<file path="config.mk">
export PLATFORM = sky130hd
export DESIGN_NAME = tt_tx_ctrl
export DESIGN_NICKNAME = d
export VERILOG_FILES = /design/src/tt_pkg.sv /design/src/tt_sync.sv /design/src/tt_clk_watch.sv /design/src/tt_tx_ctrl.sv
export SDC_FILE = /design/constraint.sdc
export NUM_CORES = 1
export LEC_CHECK = 0
export ABC_AREA = 1
export BUFFER_PORTS_ARGS = -buffer_cell sky130_fd_sc_hd__buf_2
export CELL_PAD_IN_SITES_DETAIL_PLACEMENT = 1
export CELL_PAD_IN_SITES_GLOBAL_PLACEMENT = 1
export CORE_UTILIZATION = 41
export DETAILED_ROUTE_END_ITERATION = 10
export PLACE_DENSITY = 0.78
export SYNTH_ARGS = -nofsm -noshare
export SYNTH_HDL_FRONTEND = slang
export SYNTH_HIERARCHICAL = 1
export SYNTH_SLANG_ARGS = --single-unit
</file>
<file path="constraint.sdc">
create_clock -name sys_clk -period 3.9 [get_ports sys_clk]
set_clock_uncertainty 0.1 [all_clocks]
set_input_delay 0.975 -clock sys_clk [delete_from_list [all_inputs] [get_ports sys_clk]]
set_output_delay 0.975 -clock sys_clk [all_outputs]
set_load 0.02 [all_outputs]
</file>
<file path="src/tt_pkg.sv">
// tt_pkg: constants shared by the transmit config and status block
package tt_pkg;

   // ==========================================
   // register offsets
   localparam logic [15:0] TT_TX_IO_CONFIG_OFS         = 16'h0184;
   localparam logic [15:0] TT_TX_ALARM_CODE_CONTROL_OFS = 16'h0186;
   localparam logic [15:0] TT_TX_LATCHED_STATUS_OFS    = 16'h0190;
   localparam logic [15:0] TT_TX_INTERRUPT_MASK_OFS    = 16'h01a0;
   localparam logic [15:0] TT_CHAN_LOOPBACK_LOW_OFS    = 16'h01d0;
   localparam logic [15:0] TT_CHAN_LOOPBACK_MID_OFS    = 16'h01d1;
   localparam logic [15:0] TT_CHAN_LOOPBACK_HIGH_OFS   = 16'h01d2;
   localparam logic [7:0]  TT_REG_RESET                = 8'h00;
   localparam logic [7:0]  TT_UNMAPPED_READ            = 8'h00;

   // ==========================================
   // tx_io_config fields
   localparam int TT_IO_CLOCK_INVERT  = 7;
   localparam int TT_IO_SYNC_INVERT   = 6;
   localparam int TT_IO_BP_SYNC_INV   = 5;
   localparam int TT_IO_BP_RATE_SEL   = 4;
   localparam int TT_IO_BP_SYNC_MODE  = 3;
   localparam int TT_IO_SYNC_DIR      = 2;
   localparam int TT_IO_SYNC_DW       = 1;
   localparam int TT_IO_SYNC_MODE     = 0;

   // ==========================================
   // tx_alarm_code_control fields
   localparam int TT_AC_RAI_PAT_SEL   = 3;
   localparam int TT_AC_AIS_PAT_SEL   = 2;
   localparam int TT_AC_LEN_MSB       = 1;
   localparam int TT_AC_LEN_LSB       = 0;
   localparam int TT_AC_USED_BITS     = 4;

   // ==========================================
   // latched status / mask fields
   localparam int TT_ST_CLOCK_LOSS    = 0;
   localparam int TT_ST_CLOCK_CLEARED = 1;
   localparam int TT_ST_MULTIFRAME    = 2;
   localparam int TT_ST_DENSITY       = 3;
   localparam int TT_ST_SLC_MF        = 4;
   localparam int TT_ST_BITS          = 5;

   // ==========================================
   // frame structure
   localparam int TT_FRAME_BITS       = 193;
   localparam int TT_CHANNELS         = 24;
   localparam int TT_ESF_FRAMES       = 24;
   localparam int TT_D4_FRAMES        = 12;
   localparam int TT_SIG_FRAME_STEP   = 6;
   localparam int TT_SLC_FRAMES       = 72;
   localparam int TT_MAX_ZERO_RUN     = 15;
   localparam int TT_RAI_D4_BIT       = 1;
   localparam logic [15:0] TT_RAI_PATTERN    = 16'hff00;
   localparam logic [15:0] TT_RAI_CI_PATTERN = 16'hfe00;
   localparam logic [7:0]  TT_AIS_CI_BYTE    = 8'h7c;

   // ==========================================
   // loop code lengths, in bits
   localparam logic [4:0] TT_LEN_CODE0 = 5'h05;
   localparam logic [4:0] TT_LEN_CODE1 = 5'h06;
   localparam logic [4:0] TT_LEN_CODE2 = 5'h07;
   localparam logic [4:0] TT_LEN_CODE3 = 5'h10;

   // ==========================================
   // timing
   localparam int TT_SYS_PERIOD_NS    = 100;
   localparam int TT_TXCLK_PERIOD_NS  = 800;
   localparam int TT_LOSS_PERIODS     = 3;
   localparam int TT_LOSS_CYCLES      =
      (TT_LOSS_PERIODS * TT_TXCLK_PERIOD_NS + TT_SYS_PERIOD_NS - 1) / TT_SYS_PERIOD_NS;

endpackage

</file>
<file path="src/tt_sync.sv">
// tt_sync: two-flop synchroniser for pin inputs
`timescale 1ns/10ps
module tt_sync #(
   parameter int WIDTH = 1
) (
   input  wire logic             sys_clk,
   input  wire logic             rst,
   input  wire logic             ce,
   input  wire logic [WIDTH-1:0] async_in,
   output logic      [WIDTH-1:0] sync_q
);
   logic [WIDTH-1:0] meta_q;

   initial begin
      if (WIDTH < 1) begin
         $error("tt_sync: WIDTH must be at least 1");
      end
   end

   always_ff @(posedge sys_clk) begin
      if (rst) begin
         meta_q <= '0;
         sync_q <= '0;
      end else if (ce) begin
         meta_q <= async_in;
         sync_q <= meta_q;
      end
   end
endmodule

</file>
<file path="src/tt_clk_watch.sv">
// tt_clk_watch: samples the transmit clock pin, finds edges, watches for loss
`timescale 1ns/10ps
module tt_clk_watch
   import tt_pkg::*;
#(
   parameter int LOSS_CYCLES = TT_LOSS_CYCLES
) (
   input  wire logic sys_clk,
   input  wire logic rst,
   input  wire logic ce,
   input  wire logic clk_pin,
   input  wire logic invert,
   output logic      rise_q,
   output logic      loss_q,
   output logic      regain_q
);
   localparam int CW = $clog2(LOSS_CYCLES + 1);
   localparam logic [CW-1:0] LIMIT = CW'(LOSS_CYCLES);

   logic          meta_q;
   logic          lvl_q;
   logic          prev_q;
   logic [CW-1:0] idle_q;
   logic          used;

   initial begin
      if (LOSS_CYCLES < 2) begin
         $error("tt_clk_watch: LOSS_CYCLES must be at least 2");
      end
   end

   // ==========================================
   // synchroniser and edge finding
   always_ff @(posedge sys_clk) begin
      if (rst) begin
         meta_q <= 1'b0;
         lvl_q  <= 1'b0;
      end else if (ce) begin
         meta_q <= clk_pin;
         lvl_q  <= meta_q;
      end
   end

   assign used = lvl_q ^ invert;

   always_ff @(posedge sys_clk) begin
      if (rst) begin
         prev_q <= 1'b0;
         rise_q <= 1'b0;
      end else if (ce) begin
         prev_q <= used;
         rise_q <= used & ~prev_q;
      end
   end

   // ==========================================
   // loss detection: any transition restarts the idle count
   always_ff @(posedge sys_clk) begin
      if (rst) begin
         idle_q   <= '0;
         loss_q   <= 1'b0;
         regain_q <= 1'b0;
      end else if (ce) begin
         regain_q <= 1'b0;
         if (used != prev_q) begin
            idle_q <= '0;
            if (loss_q) begin
               loss_q   <= 1'b0;
               regain_q <= 1'b1;
            end
         end else if (idle_q != LIMIT) begin
            idle_q <= idle_q + CW'(1);
         end else begin
            loss_q <= 1'b1;
         end
      end
   end
endmodule

</file>
<file path="src/tt_tx_ctrl.sv">
// tt_tx_ctrl: transmit config, status, interrupt and per-channel loopback
`timescale 1ns/10ps
module tt_tx_ctrl
   import tt_pkg::*;
#(
   parameter int LOSS_CYCLES = TT_LOSS_CYCLES
) (
   input  wire logic        sys_clk,
   input  wire logic        rst,
   input  wire logic        ce,
   input  wire logic        host_sel,
   input  wire logic        host_wr,
   input  wire logic        host_rd,
   input  wire logic [15:0] host_addr,
   input  wire logic [7:0]  host_wdata,
   output logic      [7:0]  host_rdata_q,
   output logic             int_n_q,
   input  wire logic        remote_alarm_enable,
   input  wire logic        alarm_ind_enable,
   input  wire logic        tx_frame_mode,
   input  wire logic        slc_insert_enable,
   input  wire logic        clock_loss_pin_enable,
   input  wire logic        tx_clock_in,
   input  wire logic        backplane_sync,
   input  wire logic        tx_frame_sync_in,
   output logic             tx_frame_sync_out_q,
   output logic             tx_frame_sync_oe_q,
   input  wire logic        tx_serial_data,
   input  wire logic        rx_loop_data,
   output logic             tx_line_data_q,
   output logic             tx_clock_loss_pin_q,
   output logic             backplane_rate_sel_q,
   output logic      [4:0]  loop_code_bits_q,
   output logic      [7:0]  rt_status_q
);
   initial begin
      if (LOSS_CYCLES < 2) begin
         $error("tt_tx_ctrl: LOSS_CYCLES must be at least 2");
      end
   end

   // ==========================================
   // helpers
   function automatic logic [4:0] code_len(input logic [1:0] sel);
      case (sel)
         2'h0:    code_len = TT_LEN_CODE0;
         2'h1:    code_len = TT_LEN_CODE1;
         2'h2:    code_len = TT_LEN_CODE2;
         default: code_len = TT_LEN_CODE3;
      endcase
   endfunction

   function automatic logic is_sig_frame(input logic [4:0] frame);
      is_sig_frame = (5'(frame % 5'(TT_SIG_FRAME_STEP)) == 5'(TT_SIG_FRAME_STEP - 1));
   endfunction

   // ==========================================
   // registers
   logic [7:0]          io_cfg_q;
   logic [7:0]          alarm_ctl_q;
   logic [7:0]          status_q;
   logic [7:0]          mask_q;
   logic [23:0]         loop_en_q;
   logic                wr_hit;
   logic [TT_ST_BITS-1:0] ev;

   assign wr_hit = host_sel & host_wr;

   always_ff @(posedge sys_clk) begin
      if (rst) begin
         io_cfg_q    <= TT_REG_RESET;
         alarm_ctl_q <= TT_REG_RESET;
         mask_q      <= TT_REG_RESET;
         loop_en_q   <= {3{TT_REG_RESET}};
      end else if (ce && wr_hit) begin
         case (host_addr)
            TT_TX_IO_CONFIG_OFS:          io_cfg_q <= host_wdata;
            TT_TX_ALARM_CODE_CONTROL_OFS: alarm_ctl_q <= host_wdata;
            TT_TX_INTERRUPT_MASK_OFS:     mask_q <= host_wdata;
            TT_CHAN_LOOPBACK_LOW_OFS:     loop_en_q[7:0] <= host_wdata;
            TT_CHAN_LOOPBACK_MID_OFS:     loop_en_q[15:8] <= host_wdata;
            TT_CHAN_LOOPBACK_HIGH_OFS:    loop_en_q[23:16] <= host_wdata;
            default: ;
         endcase
      end
   end

   // latched status: a new event wins over a same-cycle clear
   always_ff @(posedge sys_clk) begin
      if (rst) begin
         status_q <= TT_REG_RESET;
      end else if (ce) begin
         for (int i = 0; i < TT_ST_BITS; i++) begin
            if (ev[i]) begin
               status_q[i] <= 1'b1;
            end else if (wr_hit && host_addr == TT_TX_LATCHED_STATUS_OFS && host_wdata[i]) begin
               status_q[i] <= 1'b0;
            end
         end
      end
   end

   // read data registered; reads have no side effects
   always_ff @(posedge sys_clk) begin
      if (rst) begin
         host_rdata_q <= TT_REG_RESET;
      end else if (ce && host_sel && host_rd) begin
         case (host_addr)
            TT_TX_IO_CONFIG_OFS:          host_rdata_q <= io_cfg_q;
            TT_TX_ALARM_CODE_CONTROL_OFS: host_rdata_q <= alarm_ctl_q;
            TT_TX_LATCHED_STATUS_OFS:     host_rdata_q <= status_q;
            TT_TX_INTERRUPT_MASK_OFS:     host_rdata_q <= mask_q;
            TT_CHAN_LOOPBACK_LOW_OFS:     host_rdata_q <= loop_en_q[7:0];
            TT_CHAN_LOOPBACK_MID_OFS:     host_rdata_q <= loop_en_q[15:8];
            TT_CHAN_LOOPBACK_HIGH_OFS:    host_rdata_q <= loop_en_q[23:16];
            default:                      host_rdata_q <= TT_UNMAPPED_READ;
         endcase
      end
   end

   // ==========================================
   // pin inputs
   logic       rise;
   logic       loss;
   logic       regain;
   logic [3:0] pins_s;
   logic       sync_in;
   logic       bp_sync;
   logic       ser_in;
   logic       rx_in;

   tt_clk_watch #(
      .LOSS_CYCLES (LOSS_CYCLES)
   ) u_clk_watch (
      .sys_clk  (sys_clk),
      .rst      (rst),
      .ce       (ce),
      .clk_pin  (tx_clock_in),
      .invert   (io_cfg_q[TT_IO_CLOCK_INVERT]),
      .rise_q   (rise),
      .loss_q   (loss),
      .regain_q (regain)
   );

   tt_sync #(
      .WIDTH (4)
   ) u_pin_sync (
      .sys_clk  (sys_clk),
      .rst      (rst),
      .ce       (ce),
      .async_in ({tx_frame_sync_in, backplane_sync, tx_serial_data, rx_loop_data}),
      .sync_q   (pins_s)
   );

   assign sync_in = pins_s[3] ^ io_cfg_q[TT_IO_SYNC_INVERT];
   assign bp_sync = pins_s[2] ^ io_cfg_q[TT_IO_BP_SYNC_INV];
   assign ser_in  = pins_s[1];
   assign rx_in   = pins_s[0];

   // ==========================================
   // frame alignment and counters
   logic [7:0] bit_q;
   logic [4:0] frame_q;
   logic [6:0] slc_q;
   logic       sync_prev_q;
   logic       bp_prev_q;
   logic       align_q;
   logic       align_mf_q;
   logic [4:0] mf_last;
   logic       frame_end;
   logic       mf_end;
   logic       use_sync_pin;

   assign mf_last      = tx_frame_mode ? 5'(TT_D4_FRAMES - 1) : 5'(TT_ESF_FRAMES - 1);
   assign frame_end    = (bit_q == 8'(TT_FRAME_BITS - 1));
   assign mf_end       = frame_end && (frame_q >= mf_last);
   assign use_sync_pin = ~io_cfg_q[TT_IO_SYNC_DIR];

   // a sync edge is held until the next bit so it lands on a clean boundary
   always_ff @(posedge sys_clk) begin
      if (rst) begin
         sync_prev_q <= 1'b0;
         bp_prev_q   <= 1'b0;
         align_q     <= 1'b0;
         align_mf_q  <= 1'b0;
      end else if (ce) begin
         sync_prev_q <= sync_in;
         bp_prev_q   <= bp_sync;
         if (use_sync_pin && sync_in && !sync_prev_q) begin
            align_q    <= 1'b1;
            align_mf_q <= 1'b0;
         end else if (!use_sync_pin && bp_sync && !bp_prev_q) begin
            align_q    <= 1'b1;
            align_mf_q <= io_cfg_q[TT_IO_BP_SYNC_MODE];
         end else if (rise) begin
            align_q    <= 1'b0;
            align_mf_q <= 1'b0;
         end
      end
   end

   always_ff @(posedge sys_clk) begin
      if (rst) begin
         bit_q   <= '0;
         frame_q <= '0;
      end else if (ce && rise) begin
         if (align_q) begin
            bit_q <= '0;
            if (align_mf_q || mf_end) begin
               frame_q <= '0;
            end else if (frame_end) begin
               frame_q <= frame_q + 5'h01;
            end
         end else if (frame_end) begin
            bit_q   <= '0;
            frame_q <= mf_end ? 5'h00 : frame_q + 5'h01;
         end else begin
            bit_q <= bit_q + 8'h01;
         end
      end
   end

   always_ff @(posedge sys_clk) begin
      if (rst) begin
         slc_q <= '0;
      end else if (ce && rise && frame_end) begin
         if (!slc_insert_enable || slc_q == 7'(TT_SLC_FRAMES - 1)) begin
            slc_q <= '0;
         end else begin
            slc_q <= slc_q + 7'h01;
         end
      end
   end

   // ==========================================
   // sync output
   logic sync_pulse;

   always_comb begin
      if (io_cfg_q[TT_IO_SYNC_MODE]) begin
         sync_pulse = (bit_q == 8'h00) && (frame_q == 5'h00);
      end else begin
         sync_pulse = (bit_q == 8'h00) ||
                      (io_cfg_q[TT_IO_SYNC_DW] && bit_q == 8'h01 && is_sig_frame(frame_q));
      end
   end

   always_ff @(posedge sys_clk) begin
      if (rst) begin
         tx_frame_sync_out_q <= 1'b0;
         tx_frame_sync_oe_q  <= 1'b0;
      end else if (ce) begin
         tx_frame_sync_oe_q  <= io_cfg_q[TT_IO_SYNC_DIR];
         tx_frame_sync_out_q <= sync_pulse ^ io_cfg_q[TT_IO_SYNC_INVERT];
      end
   end

   // ==========================================
   // outgoing data
   logic [4:0]  chan;
   logic [2:0]  bit_in_chan;
   logic [3:0]  fdl_q;
   logic        out_bit;
   logic [15:0] rai_pat;

   assign chan        = 5'((bit_q - 8'h01) >> 3);
   assign bit_in_chan = 3'(bit_q - 8'h01);
   assign rai_pat     = alarm_ctl_q[TT_AC_RAI_PAT_SEL] ? TT_RAI_CI_PATTERN : TT_RAI_PATTERN;

   always_comb begin
      if (bit_q != 8'h00 && loop_en_q[chan]) begin
         out_bit = rx_in;
      end else begin
         out_bit = ser_in;
      end
      if (alarm_ind_enable) begin
         if (alarm_ctl_q[TT_AC_AIS_PAT_SEL] && bit_q != 8'h00 && chan == 5'(TT_CHANNELS - 1)) begin
            out_bit = TT_AIS_CI_BYTE[3'h7 - bit_in_chan];
         end else begin
            out_bit = 1'b1;
         end
      end else if (remote_alarm_enable && !tx_frame_mode) begin
         if (bit_q == 8'h00 && !frame_q[0]) begin
            out_bit = rai_pat[4'hf - fdl_q];
         end
      end else if (remote_alarm_enable && bit_q != 8'h00 && bit_in_chan == 3'(TT_RAI_D4_BIT)) begin
         out_bit = 1'b0;
      end
   end

   always_ff @(posedge sys_clk) begin
      if (rst) begin
         tx_line_data_q <= 1'b0;
         fdl_q          <= '0;
      end else if (ce && rise) begin
         tx_line_data_q <= out_bit;
         if (bit_q == 8'h00 && !frame_q[0]) begin
            fdl_q <= fdl_q + 4'h1;
         end
      end
   end

   // ==========================================
   // density watch: zeros counted on what leaves the block
   logic [3:0] zero_run_q;
   logic       density_ev;

   assign density_ev = rise && !out_bit && zero_run_q == 4'(TT_MAX_ZERO_RUN);

   always_ff @(posedge sys_clk) begin
      if (rst) begin
         zero_run_q <= '0;
      end else if (ce && rise) begin
         if (out_bit) begin
            zero_run_q <= '0;
         end else if (zero_run_q != 4'(TT_MAX_ZERO_RUN)) begin
            zero_run_q <= zero_run_q + 4'h1;
         end
      end
   end

   // ==========================================
   // events, interrupt and plain outputs
   logic loss_prev_q;

   always_ff @(posedge sys_clk) begin
      if (rst) begin
         loss_prev_q <= 1'b0;
      end else if (ce) begin
         loss_prev_q <= loss;
      end
   end

   always_comb begin
      ev                      = '0;
      ev[TT_ST_CLOCK_LOSS]    = loss & ~loss_prev_q;
      ev[TT_ST_CLOCK_CLEARED] = regain;
      ev[TT_ST_MULTIFRAME]    = rise & mf_end;
      ev[TT_ST_DENSITY]       = density_ev;
      ev[TT_ST_SLC_MF]        = rise & frame_end & slc_insert_enable &
                                (slc_q == 7'(TT_SLC_FRAMES - 1));
   end

   always_ff @(posedge sys_clk) begin
      if (rst) begin
         int_n_q              <= 1'b1;
         tx_clock_loss_pin_q  <= 1'b0;
         backplane_rate_sel_q <= 1'b0;
         loop_code_bits_q     <= TT_LEN_CODE0;
         rt_status_q          <= TT_REG_RESET;
      end else if (ce) begin
         int_n_q              <= ~|(status_q & mask_q);
         tx_clock_loss_pin_q  <= loss & clock_loss_pin_enable;
         backplane_rate_sel_q <= io_cfg_q[TT_IO_BP_RATE_SEL];
         loop_code_bits_q     <= code_len(alarm_ctl_q[TT_AC_LEN_MSB:TT_AC_LEN_LSB]);
         rt_status_q          <= {7'h00, loss};
      end
   end
endmodule

</file>
# Word level (Yosys, flattened, before mapping)
# Memories as Yosys holds them, arrays and structs flattened.
# Index checks and enable logic that the tools add are counted.
# Widths: inputs -> output; s select.
# word_totals
mem_count	1
romBits	8
reg_bits	124
# op_classes
bitwise_logic	16
reduce_logical	70
muxes	47
eq_ne	20
n_lt_le_gt_ge	4
add_sub_neg	9
div	1
# memory_table
name	depth	width	rd	rd_ports_with_merged_regs	write_ports	line	rtl
(no name shown)	8	1	1	0	0	tt_tx_ctrl.sv:278	out_bit = TT_AIS_CI_BYTE[3'h7 - bit_in_chan];
# op_table
operator	count
$eq 16x9->1 const B	7
$pmux 8 s7	1
$mux 5	8
$reduce_and 2->1	16
$mux 1	29
$logic_and 1x1->1	28
$reduce_bool 2->1	9
$mux 8	2
$pmux 5 s3	1
$add 5x1->5 const B	2
$mux 9	1
$add 4x1->4 const B	2
$add 8x1->8 const B	1
$and 1x1->1	8
$and 5x8->8	1
$eq 8x1->1 const B	1
$eq 8x8->1 const B	1
$logic_not 8->1	1
$mux 4	2
$reduce_bool 8->1	1
$reduce_or 8->1	1
$sub 8x1->8 const B	1
$add 7x1->7 const B	1
$eq 7x7->1 const B	1
28 further kinds	41

# Logic depth before layout (Yosys ltp)
# depth
word_depth	13
depth_mapped	22

# Modules after synthesis
# Netlist, hierarchy kept.
# by_module_without_submodules
module	seq_area_each_um2	n_inst	cells_per_inst	area_each_um2
tt_tx_ctrl	2082.0	1	788	5534.1
tt_clk_watch	220.2	1	78	561.8
tt_sync	160.2	1	51	342.8

# Least setup slack after synthesis
# Ideal clock, no wire load.
# synth_path
path_type	input to register
from	input port host_addr[9]
to	register alarm_ctl_q[6]
cell_stages	10
required_time_ps	3672
setup_slack_ps	1326
t_arrival_ps	2347
n_path_buf	2
cell_sequence	nor4_1 nand2_1 inv_1 clkbuf_1 nand3_1 nor2_1 nand2_1 clkbuf_1 o21ai_0 a21oi_1
# synth_between
elab_chain_cells	2
# synth_lines
element	line	rtl
from (decl)	tt_tx_ctrl.sv:14	input wire logic [15:0] host_addr,
$eq 16x9->1	tt_tx_ctrl.sv:76	case (host_addr)
$reduce_and 2->1 (no line)	-	
to (signal assigned)	tt_tx_ctrl.sv:78	TT_TX_ALARM_CODE_CONTROL_OFS: alarm_ctl_q <= host_wdata;
to (decl)	tt_tx_ctrl.sv:60	logic [7:0] alarm_ctl_q;
# No other way between the ends.
# A chain may end at the register's enable or synchronous reset.

# Worst setup path after layout
# layout_path
from	register bit_q[0]
to	register zero_run_q[3]
# layout_between
elab_chain_cells	10
# layout_lines
element	line	rtl
from (decl)	tt_tx_ctrl.sv:162	logic [7:0] bit_q;
from (signal assigned)	tt_tx_ctrl.sv:218	bit_q <= bit_q + 8'h01;
$sub 8x1->8	tt_tx_ctrl.sv:267	assign bit_in_chan = 3'(bit_q - 8'h01);
$bmux 1 s5	tt_tx_ctrl.sv:271	if (bit_q != 8'h00 && loop_en_q[chan]) begin
$mux 1 (implied by the code)	tt_tx_ctrl.sv:271	
$logic_and 1x1->1	tt_tx_ctrl.sv:271	
$mux 1	tt_tx_ctrl.sv:271	
$mux 1, on equally long branches	tt_tx_ctrl.sv:286, tt_tx_ctrl.sv:283	
$mux 1	tt_tx_ctrl.sv:282	end else if (remote_alarm_enable && !tx_frame_mode) begin
$mux 1 *	tt_tx_ctrl.sv:276	if (alarm_ind_enable) begin
$reduce_bool 2->1 (no line)	-	
$reduce_and 2->1 (no line)	-	
to (signal assigned)	tt_tx_ctrl.sv:317	zero_run_q <= zero_run_q + 4'h1;
to (decl)	tt_tx_ctrl.sv:305	logic [3:0] zero_run_q;
# Every way passes the cells marked *; elsewhere a longest branch is shown, timed or not. The select of a mux whose other input is x is not followed.

==> reports/qor.txt <==
# rows = 45
EDFF count, synth = 0
Port buffer count = 58
Root Driver = clkbuf_16
Pwr Total = 3.05 mW
IO Pins = 67
Post-DRT Antenna Nets = 0
Post-DP HPWL = 14,200 um
Multi-input gate area = 3240 um2
Clock power frac = 49.9%
H-tree Lvls = 4
Largest net degree at the start of global routing = 44
Avg Inst Size Synth = 7.02 um2
Via/cell ratio = 5.21
Synthesis Warnings = 6
Period minus WS final = 3.00 ns
First-pass GRT wire length = 31,700 um
Power density cells = 409 nW/um2
# setup viols final = 0
Commonest cells after routing, fill and taps aside = 148 x inv_1, 131 x nand2_1, 123 x dfxtp_1, 88 x nor2_1, 79 x a21oi_1
Fraction of registers with async set/reset = 0%
Per-cell routed wire length = 16.0 um
Max Freq = 0.333 GHz
Register area = 2460 um2
Die ar. = 16,200 um2
Die width = 127 um
RSZ-0062 raised after global routing = no
Vias in the first global route = 6,338
Worst-Skew Late Latency = 0.42 ns
Top cell type's share of synthesized area = 38.2%
Detailed router's first-iteration violation count = 336
Seq pwr share = 42.3%
Filler instances = 1,984
Startpoint types = flop
Final Util = 48.9%
Slew @ Worst Pin = 0.707 ns
Peak supply drop = 274 uV
Max Slew Vio Count = 0
Area contributors post-synth = dfxtp_1 38%, inv_1 8.6%, nand2_1 7.6%, a21oi_1 6.1%, nand3_1 5.5%
CTS tree = built
Antenna diode count = 0
P_int = 2.30 mW
Ys flop type = dfxtp_1
CP Capture Type = flop
Sw Share = 24.5%
#FFs+latches synth = 123
Net Switching = 747 uW
Post-Route WL = 19,200 um
Syn Inst Count = 917
CTS Hold Buffers Added = 0
Clock transition at the registers of the reported paths = 0.05 ns
Area delta synth->final = 15.9%
Initial Util = 42.2%
Setup bufs post-CTS = 0
Clock buffer count from CTS = 17
Longest Clk Path Bufs = 2
Sequential area share after synthesis = 38.2%
Synth area leader = dfxtp_1
Vias after detailed routing = 6,245
Outcome = finished, final reports clean
HP Class = reg -> reg
Placer Congestion = 0.847
Worst path required time = 4.16 ns
Final Hold Fails = 0
Cell variety after synth = 45
DR pass1 iterations = 5
CP arrival = 3.26 ns
Leakage = 3.11 nW
DRC violations left = 0
Cell Area, Synth = 6440 um2
CP max FO = 10
Fin crit share = 77.0%
Logic pwr share = 7.8%
Core ar. = 15,300 um2
Post_cts resized = 0
Rel. slew slack = 52.7%
GRT Total Usage = 25.0%
CP Class = reg -> reg
Commonest non-fill, non-tap cell in the layout = inv_1
Initial antenna violation count = 0
Gr ovfl total = 0
CTS Sinks = 123
TNS Setup = 0 ns
# Max-Cap Violations = 0
Die Y = 127 um
Fraction of layout cells with a size suffix above 1 = 12.3%
Nets@finish = 1,038
flip-flops by register name, indices dropped and copies added (netlist names), 5 cells and up:
name,cells
slc_q,7
loop_en_q,24
bit_q,8
alarm_ctl_q,8
host_rdata_q,8
io_cfg_q,8
status_q,5
frame_q,5
u_clk_watch/idle_q,5
mask_q,8
synthesized netlist by cell type (2+ instances only):
cell type  instances
xnor2_1            3
buf_2              2
o41ai_1            5
dfxtp_1          123
o22ai_1           23
buf_1              2
nand2_2           11
o211ai_1           4
nand3_1           71
o2111ai_1          2
inv_2              5
o21a_1             4
nor2_1            88
buf_6              2
xor2_1             7
nand3b_1           3
nor2_4             2
ha_1              22
nand2_1          131
a21oi_2            5
nor3b_1            4
clkinv_1           2
nor2_2             3
inv_1            148
o31ai_1            3
buf_4             10
nor4_1             8
clkbuf_1          15
o21ai_0           67
a211oi_1          17
nand4_1           13
a21oi_1           79
nor3_1            21
area by class of cell:
cell class / instances / share of cell area (%)
clock buffer: 25 / 6.78
clock inverter: 6 / 0.822
inverter: 156 / 7.87
multi-input combinational: 614 / 43.5
sequential: 123 / 33.0
tap: 211 / 3.54
timing repair buffer: 64 / 4.50
per-layer routing:
metal,up-vias,track usage [%],wire [um]
li1,3141,-,-
met1,2972,33.3,9370
met2,114,40.6,8920
met3,18,4.98,768
met4,0,7.98,190
met5,-,0,0
metrics by stage:
| step | instances | setup WS [ns] | hold WS, ns | area (um2) |
|---|---|---|---|---|
| final | 1199 | 0.897 | 0.359 | 7460 |
| after floorplan | 924 | 1.33 | 0.322 | 6460 |
| after global routing | 1199 | 0.558 | 0.385 | 7460 |
| after CTS | 1199 | 0.872 | 0.357 | 7460 |
| after detailed placement | 1168 | 0.913 | 0.350 | 6890 |
| after global placement | 1168 | 0.993 | 0.342 | 6890 |
critical path: stages, from the launching register on:
cell,delay (ns)
dfxtp_1,0.38
inv_2,0.20
ha_1,0.29
nand2_1,0.11
nor2_1,0.14
nand2_1,0.08
nand2_1,0.24
nand3_1,0.14
nand3_1,0.12
nand3_1,0.11
nand2_1,0.09
clkinv_1,0.08
nand2_1,0.07
nand2_1,0.07
nand3_1,0.09
nand2_1,0.05
nand2_1,0.07
nand2_2,0.06
nand2_2,0.11
nand2_2,0.07
nand2_2,0.09
nand2_1,0.08
a21oi_2,0.11
cells by family after synthesis:
family / after synthesis / synth area share [%]
buffers and inverters: 187 / 11.8
multiplexers: 1 / 0.155
AND/OR/NAND/NOR: 358 / 24.9
other: 1 / 0.0582
adder cells (fa/ha/maj): 22 / 4.28
XOR/XNOR: 10 / 1.36
flip-flops: 123 / 38.2
AO/OA/AOI/OAI: 215 / 19.2
path summary, 6_finish.rpt:
| check | start | endpoint | slack [ns] | cells after the start |
|---|---|---|---|---|
| min reg2reg | alarm_ctl_q[4]$_SDFFE_PP0P_ | alarm_ctl_q[4]$_SDFFE_PP0P_ | 0.36 | 2 |
| min | alarm_ctl_q[4]$_SDFFE_PP0P_ | alarm_ctl_q[4]$_SDFFE_PP0P_ | 0.36 | 2 |
| max | bit_q[0]$_SDFFE_PP0P_ | zero_run_q[3]$_SDFFE_PP0P_ | 0.90 | 22 |
| max reg2reg | bit_q[0]$_SDFFE_PP0P_ | zero_run_q[3]$_SDFFE_PP0P_ | 0.90 | 22 |
power by group through the flow:
stage                     registers (mW)  logic [mW]  clock network (mW)
after global routing                1.29       0.267                1.60
final                               1.29       0.238                1.52
after detailed placement            1.32       0.235                   0
after floorplan                     1.32       0.152                   0
after global placement              1.32       0.231                   0
after CTS                           1.29       0.239                1.55
Note: power is estimated with default switching activity, not from simulation.
